[src/nvmsr_pkg.sv]
/*
 * Package for the flash controller status, interrupt and address registers:
 * register offsets, field positions, reset values and policy encodings.
 * Assumes a 32-bit Avalon-MM slave with byte addresses and one clock domain.
 */
// Operation
// - Writing one to enable-set bit 0 enables ready interrupt; zero ignored; reads state.
// - Error flag bit 1 sets on array, locked-region or bad-command fault; write-one clears.
// - Ready flag bit 0 reads zero while busy, one when ready for commands.
// - Status bit 8 shows security active; only debugger chip erase clears it.
// - Status bit 4 sets on program or erase failure; write-one clears.
// - Status bit 3 sets on programming a protected region; write-one clears.
// - Status bit 2 sets on undefined command or wrong key; write-one clears.
// - Status bit 1 sets on page buffer load; cleared by page write, wipe, or write-one.
// - Status bit 0 shows power saving, entered by command or sleep per policy.
// - Power saving ends on array access, commands, or sleep exit per policy.
// - 22-bit target address register drives 16-bit array address on keyed execute.
// - Target address updates itself on every page buffer write.
// - Region-protection register is read-only, reset value loaded from configuration row.
// - Protection bit reads zero when region protected, one when unprotected.
// - Protection bits change only by commands; configuration erase makes them all one.
package nvmsr_pkg;
    localparam logic [5:0]  OFS_IRQ_CLR    = 6'h0C;
    localparam logic [5:0]  OFS_IRQ_SET    = 6'h10;
    localparam logic [5:0]  OFS_IRQ_FLAGS  = 6'h14;
    localparam logic [5:0]  OFS_CTRL_STATE = 6'h18;
    localparam logic [5:0]  OFS_TARGET     = 6'h1C;
    localparam logic [5:0]  OFS_PROTECT    = 6'h20;
    localparam logic [5:0]  OFS_POLICY     = 6'h24;
    localparam int          BIT_READY      = 0;
    localparam int          BIT_ERROR      = 1;
    localparam int          BIT_PSAVE      = 0;
    localparam int          BIT_LOAD       = 1;
    localparam int          BIT_BADCMD     = 2;
    localparam int          BIT_LOCKF      = 3;
    localparam int          BIT_ARRAYF     = 4;
    localparam int          BIT_SECURE     = 8;
    localparam int          TARGET_W       = 22;
    localparam int          ARRAY_ADDR_W   = 16;
    localparam int          PROTECT_W      = 16;
    localparam logic [15:0] PROTECT_ERASED = 16'hFFFF;
    localparam logic [1:0]  POLICY_RST     = 2'h0;
    localparam logic [1:0]  POL_ON_ACCESS  = 2'h0;
    localparam logic [1:0]  POL_INSTANT    = 2'h1;
    localparam logic [1:0]  POL_DISABLED   = 2'h3;
endpackage : nvmsr_pkg

[src/nvm_status_irq_addr_regs.sv]
/*
 * Status, interrupt flag, target address and region protection registers of
 * a flash controller, reachable over Avalon-MM; reads wait one cycle, writes none.
 * Assumes the controller core gives one-cycle event pulses synchronous to clk_sys.
 */
module nvm_status_irq_addr_regs (
    input  wire logic                                clk_sys,
    input  wire logic                                rst_n,
    input  wire logic                                clkEn,
    input  wire logic [5:0]                          avsAddress,
    input  wire logic                                avsRead,
    input  wire logic                                avsWrite,
    input  wire logic [31:0]                         avsWriteData,
    input  wire logic [3:0]                          avsByteEnable,
    output logic [31:0]                              avsReadData,
    output logic                                     avsWaitRequest,
    output logic                                     irq,
    input  wire logic                                coreBusy,
    input  wire logic                                arrayFaultEvt,
    input  wire logic                                lockFaultEvt,
    input  wire logic                                badCmdEvt,
    input  wire logic                                pageLoadEvt,
    input  wire logic [nvmsr_pkg::TARGET_W-1:0]      pageLoadAddr,
    input  wire logic                                pageWriteCmd,
    input  wire logic                                bufferWipeCmd,
    input  wire logic                                enterPowerSavingCmd,
    input  wire logic                                exitPowerSavingCmd,
    input  wire logic                                arrayAccess,
    input  wire logic                                sleepEnter,
    input  wire logic                                sleepExit,
    input  wire logic                                securitySetEvt,
    input  wire logic                                debugChipErase,
    input  wire logic                                cfgRowLoad,
    input  wire logic [nvmsr_pkg::PROTECT_W-1:0]     cfgRowProtect,
    input  wire logic                                protectCmdWr,
    input  wire logic [nvmsr_pkg::PROTECT_W-1:0]     protectCmdValue,
    input  wire logic                                cfgRowErase,
    input  wire logic                                execKeyCmd,
    output logic [nvmsr_pkg::ARRAY_ADDR_W-1:0]       arrayAddr,
    output logic                                     arrayAddrValid
);
    import nvmsr_pkg::*;

    logic                    readyEn_reg;
    logic                    errorEn_reg;
    logic                    errorFlag_reg;
    logic [4:0]              stateFlags_reg;
    logic                    securityActive_reg;
    logic [TARGET_W-1:0]     target_reg;
    logic [PROTECT_W-1:0]    protect_reg;
    logic [1:0]              policy_reg;
    logic                    rdDone_reg;
    logic [31:0]             readMux;
    logic                    hitMapped;
    logic [4:0]              hwSet;
    logic [4:0]              hwClr;
    logic [4:0]              swClr;

    wire wrEn     = clkEn && avsWrite;
    wire lowByte  = avsByteEnable[0];
    wire wrSet    = wrEn && lowByte && (avsAddress == OFS_IRQ_SET);
    wire wrClrEn  = wrEn && lowByte && (avsAddress == OFS_IRQ_CLR);
    wire wrFlags  = wrEn && lowByte && (avsAddress == OFS_IRQ_FLAGS);
    wire wrState  = wrEn && lowByte && (avsAddress == OFS_CTRL_STATE);
    wire wrTarget = wrEn && (avsAddress == OFS_TARGET);
    wire wrPolicy = wrEn && lowByte && (avsAddress == OFS_POLICY);
    wire readyFlag  = ~coreBusy;
    wire anyFault   = arrayFaultEvt | lockFaultEvt | badCmdEvt;
    wire autoPolicy = (policy_reg != POL_DISABLED);
    wire psEnter    = enterPowerSavingCmd | (sleepEnter & autoPolicy);
    wire psExit     = exitPowerSavingCmd
                    | (arrayAccess & autoPolicy)
                    | (sleepExit & (policy_reg == POL_INSTANT));

    // Hardware sets, per status bit
    assign hwSet[BIT_PSAVE]  = psEnter;
    assign hwSet[BIT_LOAD]   = pageLoadEvt;
    assign hwSet[BIT_BADCMD] = badCmdEvt;
    assign hwSet[BIT_LOCKF]  = lockFaultEvt;
    assign hwSet[BIT_ARRAYF] = arrayFaultEvt;
    assign hwClr = {3'h0, pageWriteCmd | bufferWipeCmd, psExit & ~psEnter};
    // Power-saving bit is read-only: software cannot clear it
    assign swClr = wrState ? {avsWriteData[4:1], 1'b0} : 5'h0;

    genvar gi;
    generate
        for (gi = 0; gi < 5; gi++) begin : g_flag
            always_ff @(posedge clk_sys or negedge rst_n) begin
                if (!rst_n) begin
                    stateFlags_reg[gi] <= 1'b0;
                end else if (clkEn) begin
                    // Set wins over any clear
                    stateFlags_reg[gi] <= hwSet[gi] | (stateFlags_reg[gi] & ~hwClr[gi] & ~swClr[gi]);
                end
            end
        end
    endgenerate

    always_ff @(posedge clk_sys or negedge rst_n) begin
        if (!rst_n) begin
            readyEn_reg   <= 1'b0;
            errorEn_reg   <= 1'b0;
            errorFlag_reg <= 1'b0;
            policy_reg    <= POLICY_RST;
        end else if (clkEn) begin
            if (wrSet && avsWriteData[BIT_READY]) begin
                readyEn_reg <= 1'b1;
            end else if (wrClrEn && avsWriteData[BIT_READY]) begin
                readyEn_reg <= 1'b0;
            end
            if (wrSet && avsWriteData[BIT_ERROR]) begin
                errorEn_reg <= 1'b1;
            end else if (wrClrEn && avsWriteData[BIT_ERROR]) begin
                errorEn_reg <= 1'b0;
            end
            errorFlag_reg <= anyFault
                           | (errorFlag_reg & ~(wrFlags & avsWriteData[BIT_ERROR]));
            if (wrPolicy) begin
                policy_reg <= avsWriteData[1:0];
            end
        end
    end

    always_ff @(posedge clk_sys or negedge rst_n) begin
        if (!rst_n) begin
            securityActive_reg <= 1'b0;
        end else if (clkEn) begin
            if (securitySetEvt) begin
                securityActive_reg <= 1'b1;
            end else if (debugChipErase) begin
                securityActive_reg <= 1'b0;
            end
        end
    end

    always_ff @(posedge clk_sys or negedge rst_n) begin
        if (!rst_n) begin
            target_reg <= '0;
        end else if (clkEn) begin
            if (pageLoadEvt) begin
                target_reg <= pageLoadAddr;
            end else if (wrTarget) begin
                if (avsByteEnable[0]) target_reg[7:0]   <= avsWriteData[7:0];
                if (avsByteEnable[1]) target_reg[15:8]  <= avsWriteData[15:8];
                if (avsByteEnable[2]) target_reg[21:16] <= avsWriteData[21:16];
            end
        end
    end

    // Reset value comes from the configuration row once it is fetched
    always_ff @(posedge clk_sys or negedge rst_n) begin
        if (!rst_n) begin
            protect_reg <= PROTECT_ERASED;
        end else if (clkEn) begin
            if (cfgRowErase) begin
                protect_reg <= PROTECT_ERASED;
            end else if (cfgRowLoad) begin
                protect_reg <= cfgRowProtect;
            end else if (protectCmdWr) begin
                protect_reg <= protectCmdValue;
            end
        end
    end

    always_ff @(posedge clk_sys or negedge rst_n) begin
        if (!rst_n) begin
            arrayAddr      <= '0;
            arrayAddrValid <= 1'b0;
        end else if (clkEn) begin
            arrayAddrValid <= execKeyCmd;
            if (execKeyCmd) begin
                arrayAddr <= target_reg[ARRAY_ADDR_W-1:0];
            end
        end
    end

    always_comb begin
        hitMapped = 1'b1;
        case (avsAddress)
            OFS_IRQ_CLR,
            OFS_IRQ_SET:    readMux = {30'h0, errorEn_reg, readyEn_reg};
            OFS_IRQ_FLAGS:  readMux = {30'h0, errorFlag_reg, readyFlag};
            OFS_CTRL_STATE: readMux = {23'h0, securityActive_reg, 3'h0, stateFlags_reg};
            OFS_TARGET:     readMux = {10'h0, target_reg};
            OFS_PROTECT:    readMux = {16'h0, protect_reg};
            OFS_POLICY:     readMux = {30'h0, policy_reg};
            default: begin
                readMux   = 32'h0;
                hitMapped = 1'b0;
            end
        endcase
    end

    always_ff @(posedge clk_sys or negedge rst_n) begin
        if (!rst_n) begin
            avsReadData <= 32'h0;
        end else if (clkEn && avsRead && !rdDone_reg) begin
            avsReadData <= hitMapped ? readMux : 32'h0;
        end
    end

    // Read answers a cycle late so its data comes from a flip-flop
    always_ff @(posedge clk_sys or negedge rst_n) begin
        if (!rst_n) begin
            rdDone_reg <= 1'b0;
        end else if (clkEn) begin
            rdDone_reg <= avsRead && !rdDone_reg;
        end
    end

    assign avsWaitRequest = avsRead && !rdDone_reg;
    assign irq = (readyEn_reg & readyFlag) | (errorEn_reg & errorFlag_reg);

    chk_error_set: assert property (@(posedge clk_sys) disable iff (!rst_n)
        clkEn && anyFault |=> errorFlag_reg)
        else $error("error flag not set after fault");
    chk_load_set: assert property (@(posedge clk_sys) disable iff (!rst_n)
        clkEn && pageLoadEvt |=> stateFlags_reg[BIT_LOAD])
        else $error("load flag not set");
    chk_load_wipe: assert property (@(posedge clk_sys) disable iff (!rst_n)
        clkEn && bufferWipeCmd && !pageLoadEvt |=> !stateFlags_reg[BIT_LOAD])
        else $error("load flag survived wipe");
    chk_set_wins: assert property (@(posedge clk_sys) disable iff (!rst_n)
        clkEn && wrState && avsWriteData[BIT_LOCKF] && lockFaultEvt |=> stateFlags_reg[BIT_LOCKF])
        else $error("set lost to clear");
    chk_zero_keeps: assert property (@(posedge clk_sys) disable iff (!rst_n)
        clkEn && stateFlags_reg[BIT_ARRAYF] && wrState && !avsWriteData[BIT_ARRAYF]
        |=> stateFlags_reg[BIT_ARRAYF])
        else $error("zero write cleared flag");
    chk_secure_hold: assert property (@(posedge clk_sys) disable iff (!rst_n)
        securityActive_reg && !debugChipErase |=> securityActive_reg)
        else $error("security bit dropped");
    chk_addr_drive: assert property (@(posedge clk_sys) disable iff (!rst_n)
        clkEn && execKeyCmd |=> arrayAddr == $past(target_reg[15:0]) && arrayAddrValid)
        else $error("array address wrong");
    chk_target_upd: assert property (@(posedge clk_sys) disable iff (!rst_n)
        clkEn && pageLoadEvt |=> target_reg == $past(pageLoadAddr))
        else $error("target not updated");
    chk_protect_erase: assert property (@(posedge clk_sys) disable iff (!rst_n)
        clkEn && cfgRowErase |=> protect_reg == PROTECT_ERASED)
        else $error("protection not cleared");
    chk_ready_en: assert property (@(posedge clk_sys) disable iff (!rst_n)
        clkEn && wrSet && avsWriteData[BIT_READY] |=> readyEn_reg)
        else $error("ready enable not set");
    chk_ps_enter: assert property (@(posedge clk_sys) disable iff (!rst_n)
        clkEn && enterPowerSavingCmd |=> stateFlags_reg[BIT_PSAVE])
        else $error("power saving not entered");

    // Bus handshake
    chk_rd_answer: assert property (@(posedge clk_sys) disable iff (!rst_n)
        clkEn && avsRead && avsWaitRequest |=> !avsWaitRequest)
        else $error("read answer late");
    chk_wr_nowait: assert property (@(posedge clk_sys) disable iff (!rst_n)
        avsWrite |-> !avsWaitRequest)
        else $error("write stalled");
    chk_rd_stable: assert property (@(posedge clk_sys) disable iff (!rst_n)
        clkEn && avsRead && !avsWaitRequest |=> $stable(avsReadData))
        else $error("read data moved after answer");
    chk_rd_unmapped: assert property (@(posedge clk_sys) disable iff (!rst_n)
        clkEn && avsRead && !rdDone_reg && !hitMapped |=> avsReadData == 32'h0)
        else $error("unmapped read not zero");
    chk_ready_read: assert property (@(posedge clk_sys) disable iff (!rst_n)
        clkEn && avsRead && !rdDone_reg && avsAddress == OFS_IRQ_FLAGS |=> avsReadData[BIT_READY] == !$past(coreBusy))
        else $error("ready flag read wrong");

    // Flag sets and clears
    chk_error_clear: assert property (@(posedge clk_sys) disable iff (!rst_n)
        clkEn && wrFlags && avsWriteData[BIT_ERROR] && !anyFault |=> !errorFlag_reg)
        else $error("error flag not cleared");
    chk_error_keep: assert property (@(posedge clk_sys) disable iff (!rst_n)
        clkEn && errorFlag_reg && !(wrFlags && avsWriteData[BIT_ERROR]) |=> errorFlag_reg)
        else $error("error flag dropped");
    chk_arrayf_set: assert property (@(posedge clk_sys) disable iff (!rst_n)
        clkEn && arrayFaultEvt |=> stateFlags_reg[BIT_ARRAYF])
        else $error("array fault bit not set");
    chk_lockf_set: assert property (@(posedge clk_sys) disable iff (!rst_n)
        clkEn && lockFaultEvt |=> stateFlags_reg[BIT_LOCKF])
        else $error("protected write bit not set");
    chk_badcmd_set: assert property (@(posedge clk_sys) disable iff (!rst_n)
        clkEn && badCmdEvt |=> stateFlags_reg[BIT_BADCMD])
        else $error("bad command bit not set");
    chk_status_clear: assert property (@(posedge clk_sys) disable iff (!rst_n)
        clkEn && wrState && avsWriteData[BIT_ARRAYF] && !arrayFaultEvt |=> !stateFlags_reg[BIT_ARRAYF])
        else $error("array fault bit not cleared");
    chk_lockf_clear: assert property (@(posedge clk_sys) disable iff (!rst_n)
        clkEn && wrState && avsWriteData[BIT_LOCKF] && !lockFaultEvt |=> !stateFlags_reg[BIT_LOCKF])
        else $error("protected write bit not cleared");
    chk_load_pgwr: assert property (@(posedge clk_sys) disable iff (!rst_n)
        clkEn && pageWriteCmd && !pageLoadEvt |=> !stateFlags_reg[BIT_LOAD])
        else $error("load flag survived page write");
    chk_load_sw: assert property (@(posedge clk_sys) disable iff (!rst_n)
        clkEn && wrState && avsWriteData[BIT_LOAD] && !pageLoadEvt |=> !stateFlags_reg[BIT_LOAD])
        else $error("load flag survived clear");
    chk_en_zero: assert property (@(posedge clk_sys) disable iff (!rst_n)
        clkEn && wrSet && !avsWriteData[BIT_READY] |=> readyEn_reg == $past(readyEn_reg))
        else $error("zero write changed enable");
    chk_en_clear: assert property (@(posedge clk_sys) disable iff (!rst_n)
        clkEn && wrClrEn && avsWriteData[BIT_READY] |=> !readyEn_reg)
        else $error("ready enable not cleared");

    // Security, power saving, protection and address
    chk_secure_set: assert property (@(posedge clk_sys) disable iff (!rst_n)
        clkEn && securitySetEvt |=> securityActive_reg)
        else $error("security bit not set");
    chk_secure_wipe: assert property (@(posedge clk_sys) disable iff (!rst_n)
        clkEn && debugChipErase && !securitySetEvt |=> !securityActive_reg)
        else $error("security bit survived erase");
    chk_ps_exit: assert property (@(posedge clk_sys) disable iff (!rst_n)
        clkEn && exitPowerSavingCmd && !psEnter |=> !stateFlags_reg[BIT_PSAVE])
        else $error("power saving not left");
    chk_ps_sleep: assert property (@(posedge clk_sys) disable iff (!rst_n)
        clkEn && sleepEnter && policy_reg != POL_DISABLED |=> stateFlags_reg[BIT_PSAVE])
        else $error("sleep did not enter power saving");
    chk_ps_ro: assert property (@(posedge clk_sys) disable iff (!rst_n)
        clkEn && stateFlags_reg[BIT_PSAVE] && !psExit |=> stateFlags_reg[BIT_PSAVE])
        else $error("power saving bit dropped");
    chk_protect_load: assert property (@(posedge clk_sys) disable iff (!rst_n)
        clkEn && cfgRowLoad && !cfgRowErase |=> protect_reg == $past(cfgRowProtect))
        else $error("protection not loaded");
    chk_protect_cmd: assert property (@(posedge clk_sys) disable iff (!rst_n)
        clkEn && protectCmdWr && !cfgRowLoad && !cfgRowErase |=> protect_reg == $past(protectCmdValue))
        else $error("protection command lost");
    chk_protect_keep: assert property (@(posedge clk_sys) disable iff (!rst_n)
        !(clkEn && (cfgRowErase || cfgRowLoad || protectCmdWr)) |=> $stable(protect_reg))
        else $error("protection changed without command");
    chk_valid_pulse: assert property (@(posedge clk_sys) disable iff (!rst_n)
        clkEn && !execKeyCmd |=> !arrayAddrValid)
        else $error("array address valid without execute");
    chk_target_write: assert property (@(posedge clk_sys) disable iff (!rst_n)
        clkEn && wrTarget && !pageLoadEvt && avsByteEnable[0] |=> target_reg[7:0] == $past(avsWriteData[7:0]))
        else $error("target write lost");
    chk_freeze: assert property (@(posedge clk_sys) disable iff (!rst_n)
        !clkEn |=> $stable(stateFlags_reg) && $stable(errorFlag_reg) && $stable(target_reg))
        else $error("state moved while frozen");

    cov_error_irq: cover property (@(posedge clk_sys) disable iff (!rst_n)
        anyFault ##1 errorFlag_reg ##[1:20] !errorFlag_reg);
    cov_ps_cycle: cover property (@(posedge clk_sys) disable iff (!rst_n)
        stateFlags_reg[BIT_PSAVE] ##[1:20] !stateFlags_reg[BIT_PSAVE]);
    cov_exec: cover property (@(posedge clk_sys) disable iff (!rst_n)
        pageLoadEvt ##[1:20] execKeyCmd);
    cov_set_wins: cover property (@(posedge clk_sys) disable iff (!rst_n)
        clkEn && wrState && avsWriteData[BIT_LOCKF] && lockFaultEvt);
    cov_rd_wait: cover property (@(posedge clk_sys) disable iff (!rst_n)
        avsRead && avsWaitRequest ##1 avsRead && !avsWaitRequest);
endmodule : nvm_status_irq_addr_regs

[config.mk]
export PLATFORM = sky130hd
export DESIGN_NAME = nvm_status_irq_addr_regs
export DESIGN_NICKNAME = d
export VERILOG_FILES = /design/src/nvmsr_pkg.sv /design/src/nvm_status_irq_addr_regs.sv
export SDC_FILE = /design/constraint.sdc
export NUM_CORES = 1
export LEC_CHECK = 0
export ABC_AREA = 1
export BUFFER_PORTS_ARGS = -buffer_cell sky130_fd_sc_hd__buf_2
export CORE_UTILIZATION = 35
export DETAILED_ROUTE_END_ITERATION = 8
export GPL_ROUTABILITY_DRIVEN = 0
export REMOVE_ABC_BUFFERS = 1
export SKIP_LAST_GASP = 1
export SYNTH_ARGS = -nofsm -noshare
export SYNTH_HDL_FRONTEND = slang
export SYNTH_SLANG_ARGS = --single-unit
[constraint.sdc]
create_clock -name clk_sys -period 3.1 [get_ports clk_sys]
set_clock_uncertainty 0.15 [all_clocks]
set_input_delay 0.62 -clock clk_sys [delete_from_list [all_inputs] [get_ports clk_sys]]
set_output_delay 0.62 -clock clk_sys [all_outputs]
set_load 0.02 [all_outputs]
# --- Yosys cells after proc, flatten, opt, wreduce, memory -nomap -nowiden ---
# Cells that the tools add are included.
op_classes:
  eq_ne: 9
  mux: 18
  n_bitwise: 38
  reduce_logical: 35
op_table:
  columns: ["cell", "count"]
  rows:
  - ["22-bit case mux with 6 select lines", 1]
  - ["16-bit two-way mux", 3]
  - ["22-bit two-way mux", 2]
  - ["32-bit two-way mux", 1]
  - ["6-bit by 5-bit equality test with 1-bit output, second input constant", 4]
  - ["8-bit two-way mux", 2]
  - ["1-bit bitwise AND", 15]
  - ["1-bit logical AND", 15]
  - ["2-bit nonzero test", 7]
  - ["1-bit bitwise OR", 13]
  - ["6-bit equality test, second input constant", 2]
  - ["2-bit AND reduction", 6]
  - ["1-bit NOT", 10]
  - ["3-bit AND reduction", 3]
  - ["1-bit two-way mux", 7]
  - ["7-bit OR reduction", 1]
  - ["6-bit by 4-bit equality test with 1-bit output, second input constant", 1]
  - ["6-bit two-way mux", 1]
  - ["5-bit two-way mux", 1]
  - ["3-bit nonzero test", 1]
  - ["2-bit by 1-bit equality test with 1-bit output, second input constant", 1]
  - ["2-bit != test, second input constant", 1]
  - ["2-bit OR reduction", 1]
  - ["1-bit logical NOT", 1]
word_totals:
  register_bits: 99
  in_bits: 119
  elab_cells: 118

# --- Longest topological paths before layout ---
# Gate-level depths: netlist of the first run.
depth:
  word_depth: 9
  mapped_depth: 9
  depth_no_buf: 9

# --- Worst setup path before layout of the first run ---
# No wires, ideal clock.
synth_timing:
  path_type: "input to output"
  start: "input port coreBusy"
  end: "output port irq"
  arrival_time_ns: 1.106
  slack_ns: 1.224
  path_stages: 1
  n_path_buf: 0
  path_cell_list: "o21ai_0"
synth_between:
  elab_chain_len: 3
synth_rtl:
  columns: ["item", "line_no", "text"]
  rows:
  - ["start: declaration", "nvm_status_irq_addr_regs.sv:18", "input wire logic coreBusy,"]
  - ["1-bit NOT", "nvm_status_irq_addr_regs.sv:67", "wire readyFlag = ~coreBusy;"]
  - ["1-bit bitwise AND", "nvm_status_irq_addr_regs.sv:212", "assign irq = (readyEn_reg & readyFlag) | (errorEn_reg & errorFlag_reg);"]
  - ["1-bit bitwise OR", "nvm_status_irq_addr_regs.sv:212", null]
  - ["end: declaration", "nvm_status_irq_addr_regs.sv:17", "output logic irq,"]
# Every way passes these cells.

# --- Worst setup path after layout of the first run ---
layout_timing:
  start: "input port avsAddress[1]"
  end: "register target_reg[7]"
layout_between:
  elab_chain_len: 4
layout_rtl:
  columns: ["item", "line_no", "text"]
  rows:
  - ["start: declaration", "nvm_status_irq_addr_regs.sv:10", "input wire logic [5:0] avsAddress,"]
  - ["6-bit by 5-bit equality test with 1-bit output", "nvm_status_irq_addr_regs.sv:65", "wire wrTarget = wrEn && (avsAddress == OFS_TARGET);"]
  - ["1-bit logical AND", "nvm_status_irq_addr_regs.sv:65", null]
  - ["2-bit nonzero test (no source line)", null, null]
  - ["3-bit AND reduction (no source line)", null, null]
  - ["end signal: assignment", "nvm_status_irq_addr_regs.sv:141", "target_reg <= pageLoadAddr;"]
  - ["end signal: assignment", "nvm_status_irq_addr_regs.sv:143", "if (avsByteEnable[0]) target_reg[7:0] <= avsWriteData[7:0];"]
  - ["end: declaration", "nvm_status_irq_addr_regs.sv:49", "logic [TARGET_W-1:0] target_reg;"]
# Every way passes these cells.
# A chain may end at the register's enable or synchronous reset.

==> results.txt, run 1 <==
VDD IR max -> 0.2555 mV
post-DP HPWL -> 9060 µm
most frequent cell on the critical path -> nand2_1
Syn Area/Cell -> 8.194 µm²
synthesis-to-layout area growth -> 26.07%
Cell Chain, Critical Path -> buf_2 > nor2_4 > nand3_4 > inv_2 > nand4_4 > nand2_2 > nand2_1 > nand2_1
post-DR vias/cell -> 4.733
first-pass GRT wire length -> 19,830 µm
family with the most delay on the worst path -> simple AND/OR/NAND/NOR gates
Worst setup SP type -> input pin
top post-synthesis cells by area -> dfrtp_1, nand2_1, dfstp_2
Routed Antenna Nets -> 0
RR Startpoint -> rdDone_reg
DR WL/cell -> 14.38 µm
asr flop ratio synth -> 100.0%
Std-Cell Rows -> 40
WP data arrival -> 2.10 ns
synthesized flop and latch total -> 89
leakage -> 0.002982 µW
headroom to the max-slew limit -> 44.20%
worst-path maximum fanout -> 14
share of layout cells above drive strength 1 -> 32.51%
class of the tightest hold or removal check -> input pin to async pin
worst setup margin -> 1.120 ns
Largest stage delay, worst path -> 0.27 ns
setup violators final -> 0
Final #Nets -> 803
leading area contributor after synthesis -> dfrtp_1
die area -> 13,170 µm²
I/O Buffers -> 148
Max Fclk -> 505.2 MHz
Post-synth EDFFs -> 0
critical setup path kind -> input pin to flip-flop
drt drc -> 0
Max-Cap Viols -> 0
Synth Instances -> 543
Worst-path clk slew -> 0.06 ns
# clock sinks -> 89
DRT iter0 DRCs -> 184
chip width -> 114.8 µm
CP bufs+invs -> 2
Place WS -> 0.7718 ns
Skew-Pair Late Insertion Delay -> 0.34 ns
Tcrit/Tclk final -> 63.86%
Hold Fails Final Rpt -> 0
pin count of the biggest net entering global routing -> 48
endpoint type of the worst setup path -> flip-flop
Slew Viols, Final -> 0
vias in the first global route -> 3,973
DRT Pass-1 Iters -> 4
reg2reg end -> avsReadData[18]
CTS Buffer Depth -> 2
R2R Setup Slk -> 1.40 ns
Die Ht -> 114.8 µm
antenna violations before repair -> 0
vias -> 4,056
synth cell count leaders -> nand2_1, dfrtp_1, nand3_1
top_reg_cell synth -> dfrtp_1
Core Region -> 12,210 µm²
initial core utilization -> 36.43%
DRT Wirelength -> 12,320 µm
Tot GR Track Use -> 19.84%
RSZ-0062 raised after global routing -> no
FF-to-FF path depth -> 5
clock root buffer -> clkbuf_16
Top Ports -> 170
most numerous cell in the Yosys netlist -> nand2_1
PwrDens -> 523.6 nW/µm²
Tmin final -> 1.980 ns
CTS tree -> built
status -> completed
H-tree levels -> 3
Yosys top cell area share -> 41.06%
post-cts sizing count -> 0
Crit path required time -> 3.22 ns
CP max stage cell -> inv_2
Netlist cell types -> 28
Netlist Area Pre-Place -> 4449 µm²
Synth warnings -> 0
antenna cell count -> 0
sequential share of the synthesized area -> 50.51%
remaining global-route overflow -> 0
post-CTS setup buffer count -> 0
TNS Setup -> 0 ns
Fillers -> 1,241
Slew @ Worst Pin -> 0.8361 ns
CTS buffer count -> 9
cts hold-fix bufs -> 0
## cells by family (layout without fill, tap and decap cells)
family | Yosys count | count (layout) | synth area share, %
other | 1 | 10 | 0.08428
DFF | 89 | 89 | 50.51
AOI/OAI and AO/OA | 80 | 80 | 9.730
muxes | 21 | 21 | 5.315
and+or+nand+nor | 285 | 285 | 27.31
buffers and inverters | 67 | 204 | 7.058
## metrics by stage
step / hold WS, ns / cells / total power [µW] / area, µm² / util [%]
final: 0.1133 / 857 / 2937 / 5609 / 45.93
after global routing: 0.1515 / 857 / 3087 / 5609 / 45.93
after CTS: 0.1246 / 857 / 2973 / 5609 / 45.93
after detailed placement: 0.3114 / 841 / 1878 / 5311 / 43.49
after global placement: 0.3072 / 841 / 1864 / 5311 / 43.49
after floorplan: 0.1744 / 518 / 1637 / 4293 / -
## worst reg2reg max path, cell delays in order, from the launching register on
cell and delay, ns:
dfrtp_1 0.37, nor2_1 0.14, nand2_1 0.08, inv_1 0.62, nand3_1 0.17, nand2_1 0.10
## per-layer routing
metal	global-route usage, %	wire length, µm
met5	0	0
met4	7.619	236
met3	3.795	888
met2	32.36	5830
met1	26.21	5364
## layout make-up
type	count	area [µm²]	share of cell area, %
inverters	33	123.9	2.208
clock buffers	11	242.7	4.327
repair buffers	155	808.3	14.41
well taps	168	210.2	3.747
multi-input cells	396	1922	34.26
clock inverters	5	55.05	0.9815
flip-flops and latches	89	2247	40.06
## how the worst max path moves through the flow
stage | start | end | slack (ns) | depth (start not counted)
2_1_floorplan | avsRead | avsReadData[16] | 0.83 | 6
3_3_place_gp | avsAddress[1] | target_reg[4] | 0.80 | 8
3_5_place_dp | avsAddress[1] | target_reg[7] | 0.77 | 8
4_1_cts | avsAddress[1] | target_reg[7] | 1.11 | 8
5_1_grt | avsAddress[1] | target_reg[7] | 0.94 | 8
6_report | avsAddress[1] | target_reg[7] | 1.12 | 8
## power by group
group | total, µW | internal, µW | switching, µW
Combinational | 489 | 186 | 303
Sequential | 1360 | 1300 | 66.5
Clock | 1080 | 644 | 441
Total | 2940 | 2130 | 810
## layout by cell type, fill, tap and decap left out, types with 2 or more instances in the layout
master,count
nor2_2,2
nor2_4,2
conb_1,10
dfstp_2,16
nand2_2,4
inv_1,29
o22ai_1,2
buf_4,7
a21oi_1,20
nand3_1,43
a31oi_1,16
inv_2,4
mux2_2,21
clkinv_2,2
o21ai_0,39
nor3_1,2
clkinvlp_4,2
nand4_1,3
buf_2,147
dfrtp_1,73
nor2_1,32
nand2_1,193
clkbuf_16,9
Power figures use the tool's default switching activity.
==> inputs of run 2 (changes only) <==
- clock period: 3.1 -> 1.7 ns (I/O delays scaled with it)
==> run 2 against run 1 <==
Compared with the run above:
- count of clock-buffer cells in the layout down 1
- highest routed layer unchanged
- worst setup slack worse by 1.0 ns
- largest cell class unchanged
- combinational power up 93%
- final cell count up 2.5%
- non-clock buffer count up 21
- worst hold slack worse by 0.043 ns
==> results.txt, run 2 (synthesized netlist as in run 1, its figures left out) <==
commonest cells after routing, fill and taps aside -> nand2_1, buf_2, dfrtp_1
CTS buffer count -> 9 (unchanged)
Die Ht -> 114.8 µm (unchanged)
FF-to-FF path depth -> 6 (+1)
endpoint type of the worst setup path -> primary output
DR WL/cell -> 14.41 µm (+0.25%)
Tcrit/Tclk final -> 94.44%
DRT iter0 DRCs -> 186 (+1.1%)
FF/Latch Area -> 2247 µm² (unchanged)
initial core utilization -> 36.43% (unchanged)
worst setup margin -> 0.09459 ns (-1.026 ns)
vias -> 4,163 (+2.6%)
post-DR vias/cell -> 4.741 (+0.18%)
drt drc -> 0 (unchanged)
Skew-Pair Late Insertion Delay -> 0.34 ns (about the same)
Worst setup SP type -> flip-flop
DRT Pass-1 Iters -> 4 (unchanged)
VDD IR max -> 0.5649 mV (+120%)
Core Region -> 12,210 µm² (unchanged)
class of the tightest hold or removal check -> input pin to flip-flop
R2R Setup Slk -> 0.36 ns (-1.04 ns)
status -> completed
Top Ports -> 170 (unchanged)
commonest non-fill, non-tap cell in the layout -> nand2_1
RSZ-0062 raised after global routing -> no
DRT Wirelength -> 12,650 µm (+2.7%)
vias in the first global route -> 4,032 (+1.5%)
# placed instances -> 861 (+2.4%)
met2 GRT Util -> 33.45% (+1.1 points)
Routed Antenna Nets -> 0 (unchanged)
Final #Nets -> 824 (+2.6%)
most used routing layer -> met2
I/O Buffers -> 148 (unchanged)
setup violators final -> 0 (unchanged)
Slew Viols, Final -> 0 (unchanged)
critical setup path kind -> flip-flop to primary output
# clock sinks -> 89 (unchanged)
met3 GRT Util -> 3.479% (-0.32 points)
leakage -> 0.003104 µW (+4.1%)
hold path cells -> 3
Worst-path clk slew -> 0.07 ns (about the same)
H-tree levels -> 3 (unchanged)
share of layout cells above drive strength 1 -> 34.51% (+2.0 points)
total power -> 5491 µW (+87%)
Hold Fails Final Rpt -> 0 (unchanged)
antenna violations before repair -> 0 (unchanged)
Place WS -> 0.06385 ns (-0.7079 ns)
synthesis-to-layout area growth -> 30.96%
Std-Cell Rows -> 40 (unchanged)
CTS Buffer Depth -> 2 (unchanged)
pin count of the biggest net entering global routing -> 47 (-2.1%)
PwrDens -> 942.3 nW/µm² (+80%)
post-CTS setup buffer count -> 0 (unchanged)
Fillers -> 1,246 (+0.40%)
final std cells w/o fill -> 878 (+2.5%)
clock root buffer -> clkbuf_16
Max-Cap Viols -> 0 (unchanged)
worst-path maximum fanout -> 2 (-12)
first-pass GRT wire length -> 19,910 µm (+0.42%)
remaining global-route overflow -> 0 (unchanged)
die area -> 13,170 µm² (unchanged)
Crit path required time -> 1.21 ns (-2.01 ns)
chip width -> 114.8 µm (unchanged)
antenna cell count -> 0 (unchanged)
WP data arrival -> 1.12 ns (-0.98 ns)
worst hold margin -> 0.06994 ns (-0.04340 ns)
met1 track demand over resource -> 25.65% (-0.56 points)
Tmin final -> 1.605 ns
CTS tree -> built
Final Util -> 47.72% (+1.8 points)
multi-input logic area -> 1922 µm² (unchanged)
Tot GR Track Use -> 19.97% (+0.13 points)
Max Fclk -> 622.9 MHz
post-DP HPWL -> 9411 µm (+3.9%)
-- run 2: report_power, final --
part           internal (µW)  switching, µW  total, µW  leakage (µW)
logic                    381            562        943       0.00187
registers               2370            130       2500       0.00109
clock network           1180            870       2050      0.000141
-- run 2: timing repair --
| item | in CTS | in global routing |
|---|---|---|
| gates resized for setup | 0 | 0 |
| hold endpoints to repair | 73 | 0 |
| hold buffers | 1 | 0 |
-- run 2: layout make-up --
| type | instances | area share [%] |
|---|---|---|
| Clock buffer | 10 | 4.101 |
| Clock inverter | 6 | 1.138 |
| Inverter | 33 | 2.126 |
| Multi-Input combinational cell | 396 | 32.98 |
| Sequential cell | 89 | 38.57 |
| Tap cell | 168 | 3.607 |
| Timing Repair Buffer | 176 | 17.48 |
-- run 2: metrics by stage --
step                setup TNS (ns)  area [µm²]
floorplan                   -6.218        4293
global placement                 0        5512
finish                           0        5827
global route                     0        5827
detailed placement               0        5512
CTS                              0        5827
-- run 2: path summary, 6_finish.rpt --
check / from / end
max: readyEn_reg / irq
max reg2reg: rdDone_reg / avsReadData[19]
min in group asynchronous: rst_n / arrayAddr[6]
min reg2reg: avsReadData[0] / avsReadData[0]
min: protectCmdValue[13] / protect_reg[13]
max in group asynchronous: rst_n / protect_reg[8]
-- run 2: metal layers --
layer	routed length, µm	share of wire (%)
met1	5686	45
met2	5905	47
met3	739	5.8
met4	321	2.5
met5	0	0
-- run 2: critical path: stages (launching register included) --
cell and delay [ns]:
dfrtp_1 0.36, inv_1 0.06, o21ai_0 0.17, buf_2 0.19
==> inputs of run 3 (changes only) <==
- GPL_TIMING_DRIVEN: not set -> 0
==> run 3 against run 2 <==
Compared with the run above:
- sequential power is essentially flat
- power grew 4.5%
- worst setup slack lost 0.031 ns
- die area is the same
- register-to-register slack lost 0.22 ns
- fmax shrank 1.9%
- utilization shrank 0.16 points
- critical endpoint is now avsWaitRequest
==> results.txt, run 3 (synthesized netlist as in run 1, its figures left out) <==
H-tree levels -> 3 (unchanged)
R2R Setup Slk -> 0.14 ns (-0.22 ns)
I/O Buffers -> 148 (unchanged)
antenna cell count -> 0 (unchanged)
status -> completed
# clock sinks -> 89 (unchanged)
vias in the first global route -> 4,027 (-0.12%)
synthesis-to-layout area growth -> 30.51%
class of the tightest hold or removal check -> input pin to flip-flop
DRT Wirelength -> 13,220 µm (+4.5%)
worst setup margin -> 0.06380 ns (-0.03079 ns)
first-pass GRT wire length -> 20,480 µm (+2.8%)
Routed Antenna Nets -> 0 (unchanged)
vias -> 4,137 (-0.62%)
Core Region -> 12,210 µm² (unchanged)
# placed instances -> 835 (-3.0%)
Place WS -> -0.9985 ns (-1.062 ns)
share of layout cells above drive strength 1 -> 33.91% (-0.60 points)
setup violators final -> 0 (unchanged)
Crit path required time -> 1.21 ns (about the same)
commonest cells after routing, fill and taps aside -> nand2_1, buf_2, dfrtp_1
multi-input logic area -> 1987 µm² (+3.4%)
remaining global-route overflow -> 0 (unchanged)
pin count of the biggest net entering global routing -> 48 (+2.1%)
Skew-Pair Late Insertion Delay -> 0.34 ns (about the same)
CTS tree -> built
worst-path maximum fanout -> 3 (+1)
endpoint type of the worst setup path -> primary output
Fillers -> 1,237 (-0.72%)
final std cells w/o fill -> 864 (-1.6%)
DRT iter0 DRCs -> 234 (+26%)
leakage -> 0.003046 µW (-1.9%)
PwrDens -> 988.4 nW/µm² (+4.9%)
CTS Buffer Depth -> 2 (unchanged)
Hold Fails Final Rpt -> 0 (unchanged)
Final Util -> 47.55% (-0.16 points)
Worst-path clk slew -> 0.06 ns (about the same)
Slew @ Worst Pin -> 0.5920 ns
commonest non-fill, non-tap cell in the layout -> nand2_1
Max-Cap Viols -> 0 (unchanged)
clock root buffer -> clkbuf_16
antenna violations before repair -> 0 (unchanged)
Final #Nets -> 810 (-1.7%)
Std-Cell Rows -> 40 (unchanged)
post-DR vias/cell -> 4.788 (+0.99%)
chip width -> 114.8 µm (unchanged)
DRT Pass-1 Iters -> 4 (unchanged)
post-DP HPWL -> 8745 µm (-7.1%)
CTS buffer count -> 9 (unchanged)
Worst setup SP type -> flip-flop
Slew Viols, Final -> 0 (unchanged)
Die Ht -> 114.8 µm (unchanged)
Tcrit/Tclk final -> 96.25% (+1.8 points)
VDD IR max -> 0.6328 mV (+12%)
Top Ports -> 170 (unchanged)
Routed met1 length -> 5932 µm (+4.3%)
drt drc -> 0 (unchanged)
top sig layer -> met4
Tmin final -> 1.636 ns (+0.03079 ns)
worst hold margin -> 0.06846 ns (-0.001483 ns)
FF/Latch Area -> 2247 µm² (unchanged)
die area -> 13,170 µm² (unchanged)
WP data arrival -> 1.15 ns (+0.03 ns)
total power -> 5739 µW (+4.5%)
initial core utilization -> 36.43% (unchanged)
headroom to the max-slew limit -> 60.39%
critical setup path kind -> flip-flop to primary output
met2 WL post-DR -> 6184 µm (+4.7%)
routed wl met3 -> 760 µm (+2.8%)
Tot GR Track Use -> 20.66% (+0.69 points)
DR WL/cell -> 15.30 µm (+6.2%)
Max Fclk -> 611.2 MHz (-1.9%)
run 3: changes by cell type in the layout (fill, tap and decap cells not counted), sizes merged:
cell | previous run | this run
inv | 34 | 31
bufinv | 1 | 3
nand2 | 198 | 199
buf | 175 | 157
a21oi | 21 | 22
clkbuf | 10 | 12
clkinvlp | 3 | 4
run 3: critical path, cell delays in order, from the launching register on:
cell and delay (ns):
dfrtp_1 0.40, nor2_4 0.20, buf_2 0.20
run 3: stage by stage:
stage | setup TNS (ns) | cell area, µm²
3_5_place_dp | -57.03 | 5274
5_1_grt | -0.04546 | 5807
6_report | 0 | 5807
4_1_cts | -0.001920 | 5684
3_3_place_gp | -105.41 | 5244
2_1_floorplan | -6.218 | 4293
run 3: final cells by class:
cell class / count / area share, %
clock buffer: 11 / 4.180
clock inverter: 5 / 1.767
inverter: 33 / 2.306
multi-input combinational: 398 / 34.22
sequential: 89 / 38.70
tap: 168 / 3.620
timing repair buffer: 159 / 15.08
timing repair inverter: 1 / 0.1293
run 3: report_power, final:
| group | internal [µW] | leakage (µW) | switching, µW |
|---|---|---|---|
| combinational | 364 | 0.00179 | 585 |
| sequential | 2370 | 0.00109 | 120 |
| clock | 1470 | 0.000166 | 830 |
| total | 4200 | 0.00305 | 1540 |
run 3: final timing paths:
| path | end | from | cells past startpoint |
|---|---|---|---|
| max | avsWaitRequest | rdDone_reg | 2 |
| min | protect_reg[7] | protectCmdValue[7] | 3 |
| max reg2reg | avsReadData[16] | rdDone_reg | 6 |
| min reg2reg | avsReadData[0] | avsReadData[0] | 2 |
| max in group asynchronous | protect_reg[1] | rst_n | 3 |
| min in group asynchronous | arrayAddr[7] | rst_n | 2 |
run 3: layer usage:
layer | GRT usage [%] | up-vias
met4 | 8.398 | 0
li1 | - | 2049
met2 | 34.26 | 145
met3 | 3.110 | 22
met1 | 27.20 | 1921
met5 | 0 | -
run 3: repair_timing:
action	CTS	global route
pin swaps	1	2
gates cloned	2	1
hold buffers	1	0
endpoints found under the hold margin	28	0
setup buffers	0	9
gates resized for setup	10	6
endpoints found under the setup margin	62	45
